==> config.mk <==
export PLATFORM = sky130hd
export DESIGN_NAME = rx_queue_regs
export DESIGN_NICKNAME = d
export VERILOG_FILES = /design/src/hdl/rx_desc_pkg.sv /design/src/hdl/desc_addr_calc.sv /design/src/hdl/low_water_compare.sv /design/src/hdl/rx_queue_regs.sv
export SDC_FILE = /design/constraint.sdc
export NUM_CORES = 1
export LEC_CHECK = 0
export ABC_AREA = 1
export BUFFER_PORTS_ARGS = -buffer_cell sky130_fd_sc_hd__buf_2
export CORE_UTILIZATION = 55
export CTS_CLUSTER_SIZE = 24
export DETAILED_ROUTE_END_ITERATION = 6
export GPL_TIMING_DRIVEN = 0
export PLACE_DENSITY = 0.78
export SLEW_MARGIN = 20
export SYNTH_ARGS = -nofsm -noshare
export SYNTH_HDL_FRONTEND = slang
export SYNTH_HIERARCHICAL = 1
export SYNTH_SLANG_ARGS = --single-unit
==> constraint.sdc <==
create_clock -name clk -period 4.4 [get_ports clk]
set_input_delay 0.22 -clock clk [delete_from_list [all_inputs] [get_ports clk]]
set_output_delay 0.22 -clock clk [all_outputs]
set_load 0.03 [all_outputs]
==> src/hdl/rx_desc_pkg.sv <==
// Package: register map, field layout and fetch carrier of the receive descriptor queues
package rx_desc_pkg;
  // Register byte offsets
  localparam logic [11:0] OFS_Q1_CTRL    = 12'h00d4;
  localparam logic [11:0] OFS_Q2_CTRL    = 12'h00d8;
  localparam logic [11:0] OFS_UPPER_BASE = 12'h00dc;
  localparam logic [11:0] OFS_Q1_BASE    = 12'h00e0;
  localparam logic [11:0] OFS_Q2_BASE    = 12'h00e4;
  localparam logic [11:0] OFS_Q1_INDICES = 12'h00e8;
  localparam logic [11:0] OFS_IRQ_STATUS = 12'h0100;
  localparam logic [11:0] OFS_IRQ_MASK   = 12'h0104;
  localparam logic [11:0] OFS_Q2_INDICES = 12'h0108;
  // Shared queue control field positions
  localparam int BIT_VARIABLE_SIZE = 13;
  localparam int BIT_WIDE_BUFFER   = 12;
  localparam int BIT_WIDE_QUEUE    = 11;
  localparam int POS_STRIDE        = 8;
  localparam int BIT_Q1_WR_EN      = 7;
  localparam int BIT_Q2_WR_EN      = 6;
  localparam int BIT_Q1_DEPTH      = 14;
  // Queue 2 control field positions
  localparam int POS_Q2_LENGTH     = 16;
  localparam int BIT_Q2_DEPTH      = 14;
  // Index register field positions
  localparam int POS_FETCH_INDEX   = 16;
  // Interrupt status bits
  localparam int IRQ_Q2_LOW_WATER  = 0;
  localparam int IRQ_Q1_ROLLBACK   = 1;
  localparam int IRQ_Q2_ROLLBACK   = 2;
  localparam int IRQ_BITS          = 3;
  // Depth limits and widths
  localparam int INDEX_WIDTH       = 11;
  localparam logic [10:0] MASK_SMALL = 11'h00ff;
  localparam logic [10:0] MASK_LARGE = 11'h07ff;
  localparam logic [2:0]  STRIDE_MAX = 3'h5;
  // Values after reset
  localparam logic [31:0] RST_REG    = 32'h0000_0000;
  localparam logic [10:0] RST_INDEX  = 11'h000;
  // Descriptor fetch request to the bus master
  typedef struct packed {
    logic [63:0] addr;
    logic        wide;
    logic        queue;
  } fetch_req_t;
endpackage

==> src/hdl/desc_addr_calc.sv <==
// Descriptor address former: base plus index times effective stride
`timescale 1ns/100ps
module desc_addr_calc
  import rx_desc_pkg::*;
(
  input  wire logic [23:0] lowerBase,
  input  wire logic [31:0] upperBase,
  input  wire logic [10:0] index,
  input  wire logic [2:0]  strideCode,
  input  wire logic        wideBuffer,
  input  wire logic        wideQueue,
  output logic      [63:0] addr
);
  logic [2:0]  code;
  logic [3:0]  shift;
  logic [31:0] offset;

  // Reserved stride codes clamp to the largest legal stride
  always_comb begin
    code  = (strideCode > STRIDE_MAX) ? STRIDE_MAX : strideCode;
    shift = 4'(code) + 4'h2;
    if (wideBuffer && shift < 4'h3) begin
      shift = 4'h3; // Eight-byte descriptor wider than the stride
    end
    offset = 32'(index) << shift;
    addr[31:0]  = {lowerBase, 8'h00} + offset;
    addr[63:32] = wideQueue ? upperBase : 32'h0000_0000;
  end
endmodule // desc_addr_calc

==> src/hdl/low_water_compare.sv <==
// Available descriptor count compared against the low-water level
`timescale 1ns/100ps
module low_water_compare
  import rx_desc_pkg::*;
(
  input  wire logic [10:0] postIndex,
  input  wire logic [10:0] fetchIndex,
  input  wire logic [10:0] depthMask,
  input  wire logic [7:0]  level,
  input  wire logic        variableSize,
  output logic             below
);
  logic [10:0] avail;

  // Difference taken modulo the queue depth
  always_comb begin
    avail = (postIndex - fetchIndex) & depthMask;
    below = !variableSize && (avail < 11'(level));
  end
endmodule // low_water_compare

==> src/hdl/rx_queue_regs.sv <==
// Receive descriptor queue registers, index tracking and descriptor fetch control
`timescale 1ns/100ps
module rx_queue_regs
  import rx_desc_pkg::*;
#(
  parameter int INDEX_W = INDEX_WIDTH
) (
  input  wire logic        clk,
  input  wire logic        rstn,
  input  wire logic [11:0] regAddr,
  input  wire logic [31:0] regWrData,
  input  wire logic        regWr,
  input  wire logic        regRd,
  output logic      [31:0] regRdData,
  input  wire logic        rxDmaEnable,
  input  wire logic        fetchDone,
  input  wire logic        frameStart,
  input  wire logic        frameStartQueue,
  input  wire logic        frameBad,
  input  wire logic        frameBadQueue,
  output fetch_req_t       fetchReq,
  output logic             fetchValid,
  output logic             irq
);
  typedef enum logic [0:0] {FETCH_IDLE, FETCH_WAIT} fetch_state_t;

  // Index logic is sized for eleven-bit indices only
  if (INDEX_W != INDEX_WIDTH) begin : g_width_check
    $error("rx_queue_regs supports only eleven-bit indices");
  end

  logic [31:0]         queueCtrl;
  logic [15:0]         q2BufferByteLength;
  logic                q2DepthSelect;
  logic [7:0]          q2LowWaterLevel;
  logic [31:0]         queueUpperBaseBits;
  logic [23:0]         q1LowerBaseBits;
  logic [23:0]         q2LowerBaseBits;
  logic [10:0]         q1FetchIndex;
  logic [10:0]         q1PostIndex;
  logic [10:0]         q2FetchIndex;
  logic [10:0]         q2PostIndex;
  logic [10:0]         q1FrameMark;
  logic [10:0]         q2FrameMark;
  logic [IRQ_BITS-1:0] irqStatus;
  logic [IRQ_BITS-1:0] irqMask;
  logic [IRQ_BITS-1:0] irqSet;
  fetch_state_t        state;
  logic                variableSize;
  logic                queueWideAddrEnable;
  logic                q1FetchIndexWrEn;
  logic                q2FetchIndexWrEn;
  logic [10:0]         q1Mask;
  logic [10:0]         q2Mask;
  logic                q1Empty;
  logic                q2Empty;
  logic                pickQ2;
  logic [10:0]         pickIndex;
  logic [23:0]         pickBase;
  logic [63:0]         pickAddr;
  logic                q2LowWaterIrq;
  logic                wrQ1Idx;
  logic                wrQ2Idx;
  logic                doneQ1;
  logic                doneQ2;
  logic                badQ1;
  logic                badQ2;

  // Control fields from the shared control register; queue 2 depth from its own register
  assign variableSize        = queueCtrl[BIT_VARIABLE_SIZE];
  assign queueWideAddrEnable = queueCtrl[BIT_WIDE_QUEUE];
  assign q1FetchIndexWrEn    = queueCtrl[BIT_Q1_WR_EN];
  assign q2FetchIndexWrEn    = queueCtrl[BIT_Q2_WR_EN];
  assign q1Mask = queueCtrl[BIT_Q1_DEPTH] ? MASK_LARGE : MASK_SMALL;
  assign q2Mask = q2DepthSelect ? MASK_LARGE : MASK_SMALL;

  // Empty when consumer reaches producer within the queue depth
  assign q1Empty = ((q1FetchIndex ^ q1PostIndex) & q1Mask) == 11'h000;
  assign q2Empty = ((q2FetchIndex ^ q2PostIndex) & q2Mask) == 11'h000;
  assign pickQ2    = q1Empty;
  assign pickIndex = pickQ2 ? q2FetchIndex : q1FetchIndex;
  assign pickBase  = pickQ2 ? q2LowerBaseBits : q1LowerBaseBits;

  // Index register writes and hardware index events decoded per queue
  assign wrQ1Idx = regWr && regAddr == OFS_Q1_INDICES;
  assign wrQ2Idx = regWr && regAddr == OFS_Q2_INDICES;
  assign doneQ1  = state == FETCH_WAIT && fetchDone && !fetchReq.queue;
  assign doneQ2  = state == FETCH_WAIT && fetchDone && fetchReq.queue;
  assign badQ1   = frameBad && !frameBadQueue;
  assign badQ2   = frameBad && frameBadQueue;

  desc_addr_calc u_addr (
    .lowerBase  (pickBase),
    .upperBase  (queueUpperBaseBits),
    .index      (pickIndex),
    .strideCode (queueCtrl[POS_STRIDE +: 3]),
    .wideBuffer (queueCtrl[BIT_WIDE_BUFFER]),
    .wideQueue  (queueWideAddrEnable),
    .addr       (pickAddr)
  );

  low_water_compare u_low (
    .postIndex    (q2PostIndex),
    .fetchIndex   (q2FetchIndex),
    .depthMask    (q2Mask),
    .level        (q2LowWaterLevel),
    .variableSize (variableSize),
    .below        (q2LowWaterIrq)
  );

  // Control and base registers, software writes only
  always_ff @(posedge clk or negedge rstn) begin
    if (!rstn) begin
      queueCtrl          <= RST_REG;
      q2BufferByteLength <= RST_REG[15:0];
      q2DepthSelect      <= 1'b0;
      q2LowWaterLevel    <= RST_REG[7:0];
      queueUpperBaseBits <= RST_REG;
      q1LowerBaseBits    <= RST_REG[23:0];
      q2LowerBaseBits    <= RST_REG[23:0];
    end else if (regWr) begin
      unique case (regAddr)
        OFS_Q1_CTRL: begin
          queueCtrl <= regWrData & 32'h0000_7fc0;
        end
        OFS_Q2_CTRL: begin
          q2BufferByteLength <= regWrData[POS_Q2_LENGTH +: 16];
          q2DepthSelect      <= regWrData[BIT_Q2_DEPTH];
          q2LowWaterLevel    <= regWrData[7:0];
        end
        OFS_UPPER_BASE: begin
          queueUpperBaseBits <= regWrData;
        end
        OFS_Q1_BASE: begin
          q1LowerBaseBits <= regWrData[31:8];
        end
        OFS_Q2_BASE: begin
          q2LowerBaseBits <= regWrData[31:8];
        end
        default: begin
        end
      endcase
    end
  end

  // Producer indices, owned by the host
  always_ff @(posedge clk or negedge rstn) begin
    if (!rstn) begin
      q1PostIndex <= RST_INDEX;
      q2PostIndex <= RST_INDEX;
    end else begin
      if (wrQ1Idx) begin
        q1PostIndex <= regWrData[10:0];
      end
      if (wrQ2Idx) begin
        q2PostIndex <= regWrData[10:0];
      end
    end
  end

  // Frame start marks where rollback returns to
  always_ff @(posedge clk or negedge rstn) begin
    if (!rstn) begin
      q1FrameMark <= RST_INDEX;
      q2FrameMark <= RST_INDEX;
    end else if (frameStart) begin
      if (frameStartQueue) begin
        q2FrameMark <= q2FetchIndex;
      end else begin
        q1FrameMark <= q1FetchIndex;
      end
    end
  end

  // Consumer indices: rollback beats fetch, fetch beats software
  always_ff @(posedge clk or negedge rstn) begin
    if (!rstn) begin
      q1FetchIndex <= RST_INDEX;
      q2FetchIndex <= RST_INDEX;
    end else begin
      if (badQ1) begin
        q1FetchIndex <= q1FrameMark;
      end else if (doneQ1) begin
        q1FetchIndex <= (q1FetchIndex + 11'h001) & q1Mask;
      end else if (wrQ1Idx && q1FetchIndexWrEn) begin
        q1FetchIndex <= regWrData[POS_FETCH_INDEX +: 11];
      end
      if (badQ2) begin
        q2FetchIndex <= q2FrameMark;
      end else if (doneQ2) begin
        q2FetchIndex <= (q2FetchIndex + 11'h001) & q2Mask;
      end else if (wrQ2Idx && q2FetchIndexWrEn) begin
        q2FetchIndex <= regWrData[POS_FETCH_INDEX +: 11];
      end
    end
  end

  // One outstanding fetch; queue 1 served first
  always_ff @(posedge clk or negedge rstn) begin
    if (!rstn) begin
      state      <= FETCH_IDLE;
      fetchValid <= 1'b0;
      fetchReq   <= '0;
    end else begin
      unique case (state)
        FETCH_IDLE: begin
          if (rxDmaEnable && !frameBad && !(q1Empty && q2Empty)) begin
            state          <= FETCH_WAIT;
            fetchValid     <= 1'b1;
            fetchReq.addr  <= pickAddr;
            fetchReq.wide  <= queueWideAddrEnable;
            fetchReq.queue <= pickQ2;
          end
        end
        FETCH_WAIT: begin
          if (fetchDone || frameBad) begin
            state      <= FETCH_IDLE;
            fetchValid <= 1'b0;
          end
        end
      endcase
    end
  end

  // Sticky events; a new event wins over a same-cycle clear
  assign irqSet = {badQ2, badQ1, q2LowWaterIrq};
  always_ff @(posedge clk or negedge rstn) begin
    if (!rstn) begin
      irqStatus <= '0;
      irqMask   <= '0;
      irq       <= 1'b0;
    end else begin
      if (regWr && regAddr == OFS_IRQ_STATUS) begin
        irqStatus <= (irqStatus & ~regWrData[IRQ_BITS-1:0]) | irqSet;
      end else begin
        irqStatus <= irqStatus | irqSet;
      end
      if (regWr && regAddr == OFS_IRQ_MASK) begin
        irqMask <= regWrData[IRQ_BITS-1:0];
      end
      irq <= |(irqStatus & irqMask);
    end
  end

  // Read data one cycle after the strobe; zero otherwise and for holes
  always_ff @(posedge clk or negedge rstn) begin
    if (!rstn) begin
      regRdData <= RST_REG;
    end else if (regRd) begin
      unique case (regAddr)
        OFS_Q1_CTRL:    regRdData <= queueCtrl;
        OFS_Q2_CTRL:    regRdData <= {q2BufferByteLength, 1'b0, q2DepthSelect,
                                      6'h00, q2LowWaterLevel};
        OFS_UPPER_BASE: regRdData <= queueUpperBaseBits;
        OFS_Q1_BASE:    regRdData <= {q1LowerBaseBits, 8'h00};
        OFS_Q2_BASE:    regRdData <= {q2LowerBaseBits, 8'h00};
        OFS_Q1_INDICES: regRdData <= {5'h00, q1FetchIndex, 5'h00, q1PostIndex};
        OFS_Q2_INDICES: regRdData <= {5'h00, q2FetchIndex, 5'h00, q2PostIndex};
        OFS_IRQ_STATUS: regRdData <= {29'h000_0000, irqStatus};
        OFS_IRQ_MASK:   regRdData <= {29'h000_0000, irqMask};
        default:        regRdData <= RST_REG;
      endcase
    end else begin
      regRdData <= RST_REG;
    end
  end

  // Checks next to the logic they guard
  chk_empty_no_fetch: assert property (@(posedge clk) disable iff (!rstn)
    state == FETCH_IDLE && q1Empty && q2Empty |=> !fetchValid)
    else $error("fetch issued from empty queues");
  chk_fetch_has_work: assert property (@(posedge clk) disable iff (!rstn)
    $rose(fetchValid) |-> !($past(q1Empty) && $past(q2Empty)))
    else $error("fetch beyond producer index");
  chk_consumer_protect: assert property (@(posedge clk) disable iff (!rstn)
    wrQ1Idx && !q1FetchIndexWrEn && !badQ1 && !doneQ1 |=> $stable(q1FetchIndex))
    else $error("protected consumer index changed");
  chk_consumer_write: assert property (@(posedge clk) disable iff (!rstn)
    wrQ1Idx && q1FetchIndexWrEn && !badQ1 && !doneQ1
      |=> q1FetchIndex == $past(regWrData[26:16]))
    else $error("enabled consumer write lost");
  chk_bad_rollback: assert property (@(posedge clk) disable iff (!rstn)
    badQ2 |=> q2FetchIndex == $past(q2FrameMark))
    else $error("consumer not rolled back");
  chk_small_wrap: assert property (@(posedge clk) disable iff (!rstn)
    doneQ2 && !badQ2 && !q2DepthSelect && q2FetchIndex == 11'h0ff |=> q2FetchIndex == 11'h000)
    else $error("queue two did not wrap at 256");
  chk_low_water_set: assert property (@(posedge clk) disable iff (!rstn)
    q2LowWaterIrq |=> irqStatus[IRQ_Q2_LOW_WATER])
    else $error("low-water event not latched");
  chk_variable_quiet: assert property (@(posedge clk) disable iff (!rstn)
    variableSize |-> !q2LowWaterIrq)
    else $error("low-water active in variable mode");
  chk_upper_bits: assert property (@(posedge clk) disable iff (!rstn)
    $rose(fetchValid) |-> fetchReq.addr[63:32] ==
      ($past(queueWideAddrEnable) ? $past(queueUpperBaseBits) : 32'h0000_0000))
    else $error("upper address bits wrong");
  chk_irq_output: assert property (@(posedge clk) disable iff (!rstn)
    1'b1 |=> irq == |($past(irqStatus) & $past(irqMask)))
    else $error("interrupt output mismatch");

  // Fetch handshake: request held steady until the bus master answers or a bad frame drops it
  chk_hold_request: assert property (@(posedge clk) disable iff (!rstn)
    fetchValid && !fetchDone && !frameBad |=> fetchValid && $stable(fetchReq))
    else $error("fetch request changed while outstanding");
  chk_wide_cycles: assert property (@(posedge clk) disable iff (!rstn)
    $rose(fetchValid) |-> fetchReq.wide == $past(queueWideAddrEnable))
    else $error("wide cycle flag wrong");

  // Consumer index ownership: hardware steps it, software only when allowed
  chk_fetch_advance: assert property (@(posedge clk) disable iff (!rstn)
    doneQ1 && !badQ1 && q1FetchIndex < 11'h0ff
      |=> q1FetchIndex == $past(q1FetchIndex) + 11'h001)
    else $error("consumer did not advance after fetch");
  chk_q1_rollback: assert property (@(posedge clk) disable iff (!rstn)
    badQ1 |=> q1FetchIndex == $past(q1FrameMark))
    else $error("queue one consumer not rolled back");
  chk_q2_protect: assert property (@(posedge clk) disable iff (!rstn)
    wrQ2Idx && !q2FetchIndexWrEn && !badQ2 && !doneQ2 |=> $stable(q2FetchIndex))
    else $error("protected queue two consumer changed");

  // An empty queue always has fewer buffers than a nonzero level
  chk_low_water_empty: assert property (@(posedge clk) disable iff (!rstn)
    !variableSize && q2Empty && q2LowWaterLevel != 8'h00 |-> q2LowWaterIrq)
    else $error("empty queue two did not flag low water");
  chk_read_idle: assert property (@(posedge clk) disable iff (!rstn)
    !regRd |=> regRdData == 32'h0000_0000)
    else $error("read data not zero outside a read");
endmodule // rx_queue_regs

; Word-level counts from Yosys, hierarchy flattened
; Index checks and enable logic that the tools add are counted.
[word_totals]
mem_count = 0
input_bits = 54
rom_bits = 0
latchBits = 0
reg_bits = 287
out_inout_bits = 100
word_cells = 114
ramBits = 0
[op_classes]
n_mul = 0
eq_ne = 11
shift = 1
mux = 22
bitwise_logic = 14
div = 0
magnitude_cmp = 3
n_reduce_logical = 36
addsub = 5
[op_table]
columns = op, n
row1 = $pmux 32 s9, 1
row2 = $mux 11, 9
row3 = $eq 12x8->1 const B, 6
row4 = $mux 32, 2
row5 = $and 11x11->11, 5
row6 = $eq 12x9->1 const B, 3
row7 = $add 32x32->32, 1
row8 = $shl 11x4->32, 1
row9 = $mux 24, 1
row10 = $add 11x1->11 const B, 2
row11 = $logic_not 11->1, 2
row12 = $xor 11x11->11, 2
row13 = $reduce_and 2->1, 9
row14 = $logic_and 1x1->1, 16
row15 = $lt 11x8->1, 1
row16 = $sub 11x11->11, 1
row17 = $and 3x3->3, 2
row18 = $mux 3, 2
row19 = $or 3x3->3, 2
row20 = $reduce_bool 3->1, 2
row21 = $logic_not 1->1, 5
row22 = $add 3x2->4 const B, 1
row23 = $lt 4x2->1 const B, 1
row24 = $mux 1, 4
row25 = 9 further kinds, 11

; Longest topological paths before layout
[depth]
depth_word = 8
depth_mapped = 30

; Cells and area by module
; Netlist, hierarchy kept.
[modules_own_cells]
columns = module, n_inst, area_per_inst_um2, cells_per_inst
row1 = rx_queue_regs, 1, 13893.3, 1766
row2 = desc_addr_calc, 1, 2342.2, 472
row3 = low_water_compare, 1, 840.8, 157

; Least setup slack after synthesis
; No wires, ideal clock.
[synth_timing]
path_kind = register to register
from = reg q1FetchIndex[6]
to = reg fetchReq[22] (netlist bit)
t_required_ps = 4283
path_stages_with_launch = 27
synth_period_minus_slack_ps = 3397
setup_slack_ps = 1003
arrival_time_ps = 3280
n_path_buf = 2
path_cell_list = dfrtp_1 -> buf_2 -> xnor2_1 -> nand2_1 -> nor2_2 -> nand3_4 -> clkbuf_1 -> o21ai_0 -> inv_1 -> nand3_1 -> nand3_1 -> nand3_1 -> nand3_1 -> nand2_1 -> ha_1 -> inv_1 -> fa_1 -> inv_1 -> nand3_1 -> nand2_1 -> a21oi_1 -> o21bai_1 -> nand2_1 -> nand3_1 -> nand2_1 -> nand2_1 -> nand2_1
[synth_between]
elab_cells_between_ends = 11
cone_classes = add/sub (1) / shift (1) / mux (2) / bitwise (2) / reduce/logical (5)
[synth_lines]
columns = item, line
row1 = start: declaration, rx_queue_regs.sv:39  ; logic [10:0] q1FetchIndex;
row2 = start signal: assignment, rx_queue_regs.sv:182  ; q1FetchIndex <= q1FrameMark;
row3 = start signal: assignment, rx_queue_regs.sv:184  ; q1FetchIndex <= (q1FetchIndex + 11'h001) & q1Mask;
row4 = start signal: assignment, rx_queue_regs.sv:186  ; q1FetchIndex <= regWrData[POS_FETCH_INDEX +: 11];
row5 = $xor 11x11->11, rx_queue_regs.sv:78  ; assign q1Empty = ((q1FetchIndex ^ q1PostIndex) & q1Mask) == 11'h000;
row6 = $and 11x11->11, rx_queue_regs.sv:78
row7 = $logic_not 11->1, rx_queue_regs.sv:78
row8 = $mux 11, rx_queue_regs.sv:81  ; assign pickIndex = pickQ2 ? q2FetchIndex : q1FetchIndex;
row9 = named net pickIndex[8], rx_queue_regs.sv:58  ; logic [10:0] pickIndex;
row10 = $shl 11x4->32, desc_addr_calc.sv:25  ; offset = 32'(index) << shift;
row11 = $add 32x32->32, desc_addr_calc.sv:26  ; addr[31:0] = {lowerBase, 8'h00} + offset;
row12 = named net pickAddr[20], rx_queue_regs.sv:60  ; logic [63:0] pickAddr;
row13 = end: declaration, rx_queue_regs.sv:21  ; output fetch_req_t fetchReq,
; The timed path passes the listed nets, and every way through them passes these cells.
; A chain may end at the register's enable or synchronous reset.

; Worst setup path after layout
[layout_timing]
from = reg q1FetchIndex[5]
to = reg fetchReq[24] (netlist bit)
; The elaborated chain is that of the path after synthesis.

==> impl.org <==
** Timing
- Max Freq :: roughly 240 MHz
- Setup repair after global routing left no endpoint under its margin.
- The clock period could shrink to slightly above 4 ns.
- Clock Skew :: about 0.031 ns
- Hold is met by 0.0237 ns.
- The number of slew-limit violations in the final report was 0.
- The number of hold violations in the final report was 0.
- Setup violations remaining at the end of the flow were counted as 0.
- At the pin with the least slew margin, the transition time is roughly 0.68 ns.
- Final setup margin :: approximately 0.29 ns
- Headroom to the max-slew limit came out at between 50 and 60%.
- Of the available clock period, the critical path in the final layout requires 93.4%.

** Critical path
- The worst register-to-register path has a setup slack of roughly 0.29 ns.
- STA classifies the critical path startpoint as a flop.
- CP max FO :: 10
- Data arrival time of the worst path :: roughly 4.6 ns
- Critical path capture point type :: flop
- Tracing the worst setup path back leads to its startpoint at q1FetchIndex[5].
- The startpoint identified for the worst register-to-register timing path is q1FetchIndex[5].
- The number of cells on the worst reg-to-reg path is 26.
- For the worst setup path, the data required time is ~4.9 ns.
- In this run the critical register-to-register path is captured at fetchReq[24].
- Worst setup path category :: flop to flop

** Die
- The die is approximately 180 um tall.
- Starting utilization of the core area :: between 50% and 60%
- Total core area :: about 30000 um2
- # rows :: 64
- Area enclosed by the die boundary :: approximately 32000 um2
- For this design the top-level I/O count stands at roughly 150.
- Measured along the x axis, the die boundary spans 178 um.

** Routing
- Once detail routing completed, the nets flagged for antenna violations numbered 0.
- Vias after detailed routing :: approximately 17000
- After detailed routing, the average wire length per cell comes to ~19 um.
- 1st-iter DRT viols :: between 1500 and 2000
- For this run, design rule violations remaining after detail routing come to 0.
- Aggregate routed wire length :: about 56 mm
- Router iterations before antenna repair :: 6
- Detail-routed via count per cell :: around 5.7

** Finish
- Leading cell types in the layout, fill and taps excluded :: sky130_fd_sc_hd__nand2_1 (811), sky130_fd_sc_hd__dfrtp_1 (286), sky130_fd_sc_hd__nand3_1 (256), sky130_fd_sc_hd__inv_1 (245), sky130_fd_sc_hd__buf_2 (196)
- The final layout contains between 2000 and 3000 nets.
- Antenna fix cells :: 0
- Leaving out fill and tap cells, the most frequent cell in the layout is sky130_fd_sc_hd__nand2_1.
- Post-synthesis to final-layout area growth :: 15.3%
- Filler-free cell count of the finished design :: 3018
- The post-route netlist has between 10 and 15% of its cells at a drive strength greater than 1.

** Clocking
- CTS max path bufs :: 3
- CTS built an H-tree with a depth of 2.
- TritonCTS built the clock tree.
- The clock drives 287 sinks.
- In this run the clock root is driven by a sky130_fd_sc_hd__clkbuf_16.
- Insertion delay of the later-clocked pin in the worst-skew pair :: 0.53 ns
- CTS Buf Count :: 34
- After clock tree synthesis, the clock-pin slew on the worst setup and hold paths is around 0.06 ns.

** Power and ir drop
- Static leakage :: 10.5 nW
- Ratio of total power to cell area :: about 370 nW/um2
- Registers are responsible for roughly 40% of the overall power.
- The clock network is responsible for between 30% and 40% of the overall power.
- Comb pwr share :: between 20% and 30%
- Worst-case vdd ir drop :: ~0.0003 V
- Cell internal power was estimated by the tool at between 0.004 and 0.005 W.
- Of the total power, the share spent switching nets is between 30% and 40%.
- Switching power of the nets :: around 0.0023 W

** Global route
- Entering global routing, the biggest net connects a little under 90 pins.
- For this run, global-route usage on met1 was measured as about half.
- The first global-routing pass estimated slightly below 90 mm of wire.
- Global-route layer with the greatest usage :: met2
- Across every metal layer, demand over resource in global routing totals between 30 and 40%.
- Remaining global-route overflow :: 0
- Met2 usage :: approximately 57%
- For met3 alone, demand over resource in global routing was under 10%.
- Antenna violations before repair :: 0
- Number of global-route vias before repair :: around 16000

** Placed design
- Total instance count after detailed placement :: 2952
- Number of buffers inserted by port buffering :: roughly 150
- Before CTS, the worst setup slack after placement is -0.0395 ns.
- HPWL reported at the end of detailed placement :: 43.1 mm
- Routability-driven placement finished with a final weighted congestion of roughly 1.

** Logic synthesis
- Of the synthesized area, sequential elements account for between 40 and 50%.
- Synthesized area :: approximately 17000 um2
- Number of flops mapped to enable cells by yosys :: 0
- Ys async rst share :: 100%
- Number of distinct library cells after synthesis :: 47
- Total of flip-flops plus latches after synthesis :: 287
- In this run the mean area of a mapped cell was 7.13 um2.
- Number of standard cells after synthesis :: roughly 2400
- For this run, the leading register cell type out of synthesis is sky130_fd_sc_hd__dfrtp_1.
- Warnings from Yosys :: 6

** Min path
- The worst hold path was traced through 3 stages.
- The worst hold path belongs to the class primary input to flop.
- Hold Crit Start :: regWrData[30]
- For hold timing, the worst endpoint is queueUpperBaseBits[30].

** Run status
- The flow ran to the end, and the final reports show no timing, DRC or antenna violations.

** Job
- Number of maximum-capacitance violations :: 0
-- sequential cells by signal (all words and copies together), names as in the netlist, 8 cells and up --
register	cells
q2FrameMark	11
q2LowWaterLevel	8
queueCtrl	9
q1FrameMark	11
q1LowerBaseBits	24
q2PostIndex	11
q2FetchIndex	11
q1PostIndex	11
q2BufferByteLength	16
q1FetchIndex	11
queueUpperBaseBits	32
q2LowerBaseBits	24
regRdData	32
fetchReq	66
-- repair_timing --
item                       4_1_cts  5_1_grt
hold buffers                     8        0
setup endpoints to repair        4        6
gates resized for setup          3       19
setup buffers                    0        1
cloned                           0        0
hold endpoints to repair        67        0
pin swaps                        0        1
-- critical path: stages (launching register included) --
cell and delay, ns:
sky130_fd_sc_hd__dfrtp_1 0.36, sky130_fd_sc_hd__buf_4 0.18, sky130_fd_sc_hd__inv_2 0.10, sky130_fd_sc_hd__nand2_1 0.06
sky130_fd_sc_hd__nand2_1 0.06, sky130_fd_sc_hd__nand2_1 0.06, sky130_fd_sc_hd__nor2_2 0.17, sky130_fd_sc_hd__nand3_4 0.18
sky130_fd_sc_hd__clkbuf_2 0.24, sky130_fd_sc_hd__o21ai_1 0.23, sky130_fd_sc_hd__inv_1 0.08, sky130_fd_sc_hd__nand3_1 0.12
sky130_fd_sc_hd__nand3_1 0.11, sky130_fd_sc_hd__nand3_1 0.13, sky130_fd_sc_hd__nand3_1 0.08, sky130_fd_sc_hd__nand2_1 0.07
sky130_fd_sc_hd__ha_2 0.22, sky130_fd_sc_hd__inv_1 0.07, sky130_fd_sc_hd__fa_1 0.40, sky130_fd_sc_hd__inv_1 0.12
sky130_fd_sc_hd__nand3_1 0.09, sky130_fd_sc_hd__nand2_2 0.14, sky130_fd_sc_hd__a21oi_2 0.11, sky130_fd_sc_hd__o21ai_0 0.26
sky130_fd_sc_hd__xor2_1 0.26, sky130_fd_sc_hd__nand2_1 0.09, sky130_fd_sc_hd__nand2_1 0.06
-- stage by stage --
step	power, W	setup TNS, ns	cell area [um2]	util (%)
finish	0.00730	0	19700	64.4
global route	0.00759	0	19700	64.4
CTS	0.00729	0	19700	64.3
detailed placement	0.00442	-0.0517	18400	60.3
global placement	0.00438	-586.87	18400	60.0
floorplan	0.00391	0	17100	-
-- how the worst max path moves through the flow --
stage                           end  slack, ns  cells after the start
CTS                    fetchReq[22]      0.002                     28
finish                 fetchReq[24]       0.29                     26
global route           fetchReq[18]       0.03                     27
floorplan              fetchReq[22]       1.00                     26
detailed placement     fetchReq[22]      -0.04                     28
global placement    q1FetchIndex[5]      -2.08                      1
-- per-layer routing --
metal  vias up  part of all wire (%)
met4         0                   5.2
met5         -                     0
li1       8063                     -
met3       173                   8.9
met2       825                    45
met1      8103                    41
-- cells in the mapped netlist (22+ instances only) --
cell type | instances | share of area [%]
sky130_fd_sc_hd__nand2_1 | 812 | 18
sky130_fd_sc_hd__dfrtp_1 | 287 | 42
sky130_fd_sc_hd__nand3_1 | 256 | 7.5
sky130_fd_sc_hd__inv_1 | 245 | 5.4
sky130_fd_sc_hd__o21ai_0 | 148 | 4.3
sky130_fd_sc_hd__nor2_1 | 144 | 3.2
sky130_fd_sc_hd__o21ai_1 | 96 | 2.8
sky130_fd_sc_hd__nand4_1 | 57 | 2.1
sky130_fd_sc_hd__a21oi_1 | 46 | 1.3
sky130_fd_sc_hd__buf_2 | 46 | 1.3
sky130_fd_sc_hd__ha_1 | 40 | 2.9
sky130_fd_sc_hd__clkbuf_1 | 33 | 0.73
sky130_fd_sc_hd__xor2_1 | 22 | 1.1
-- power by group through the flow --
stage	Clock (W)	Sequential, W	Combinational [W]
final	0.00288	0.00296	0.00146
after global routing	0.00300	0.00297	0.00162
after CTS	0.00290	0.00295	0.00144
after floorplan	0	0.00303	0.000876
after detailed placement	0	0.00300	0.00142
after global placement	0	0.00299	0.00139
-- cell type report --
type,instances,area (um2)
plain buffers,113,658
clock buffers,48,983
clock inverters,9,143
fillers,2775,10900
inverters,266,1000
multi-input cells,1736,8280
flip-flops and latches,287,7180
well taps,396,495
repair buffers,163,936
-- logic make-up (layout without fill, tap and decap cells) --
| group | Yosys count | count (layout) | synth area share (%) |
|---|---|---|---|
| xor+xnor | 35 | 35 | 1.80 |
| compound gates | 308 | 308 | 9.29 |
| other cells | 1 | 8 | 0.0220 |
| simple gates | 1342 | 1342 | 33.9 |
| buf+inv | 379 | 599 | 9.66 |
| fa+ha+maj | 42 | 42 | 3.17 |
| flops | 287 | 287 | 42.1 |
| mux | 1 | 1 | 0.0659 |
Power figures use the tool's default switching activity.
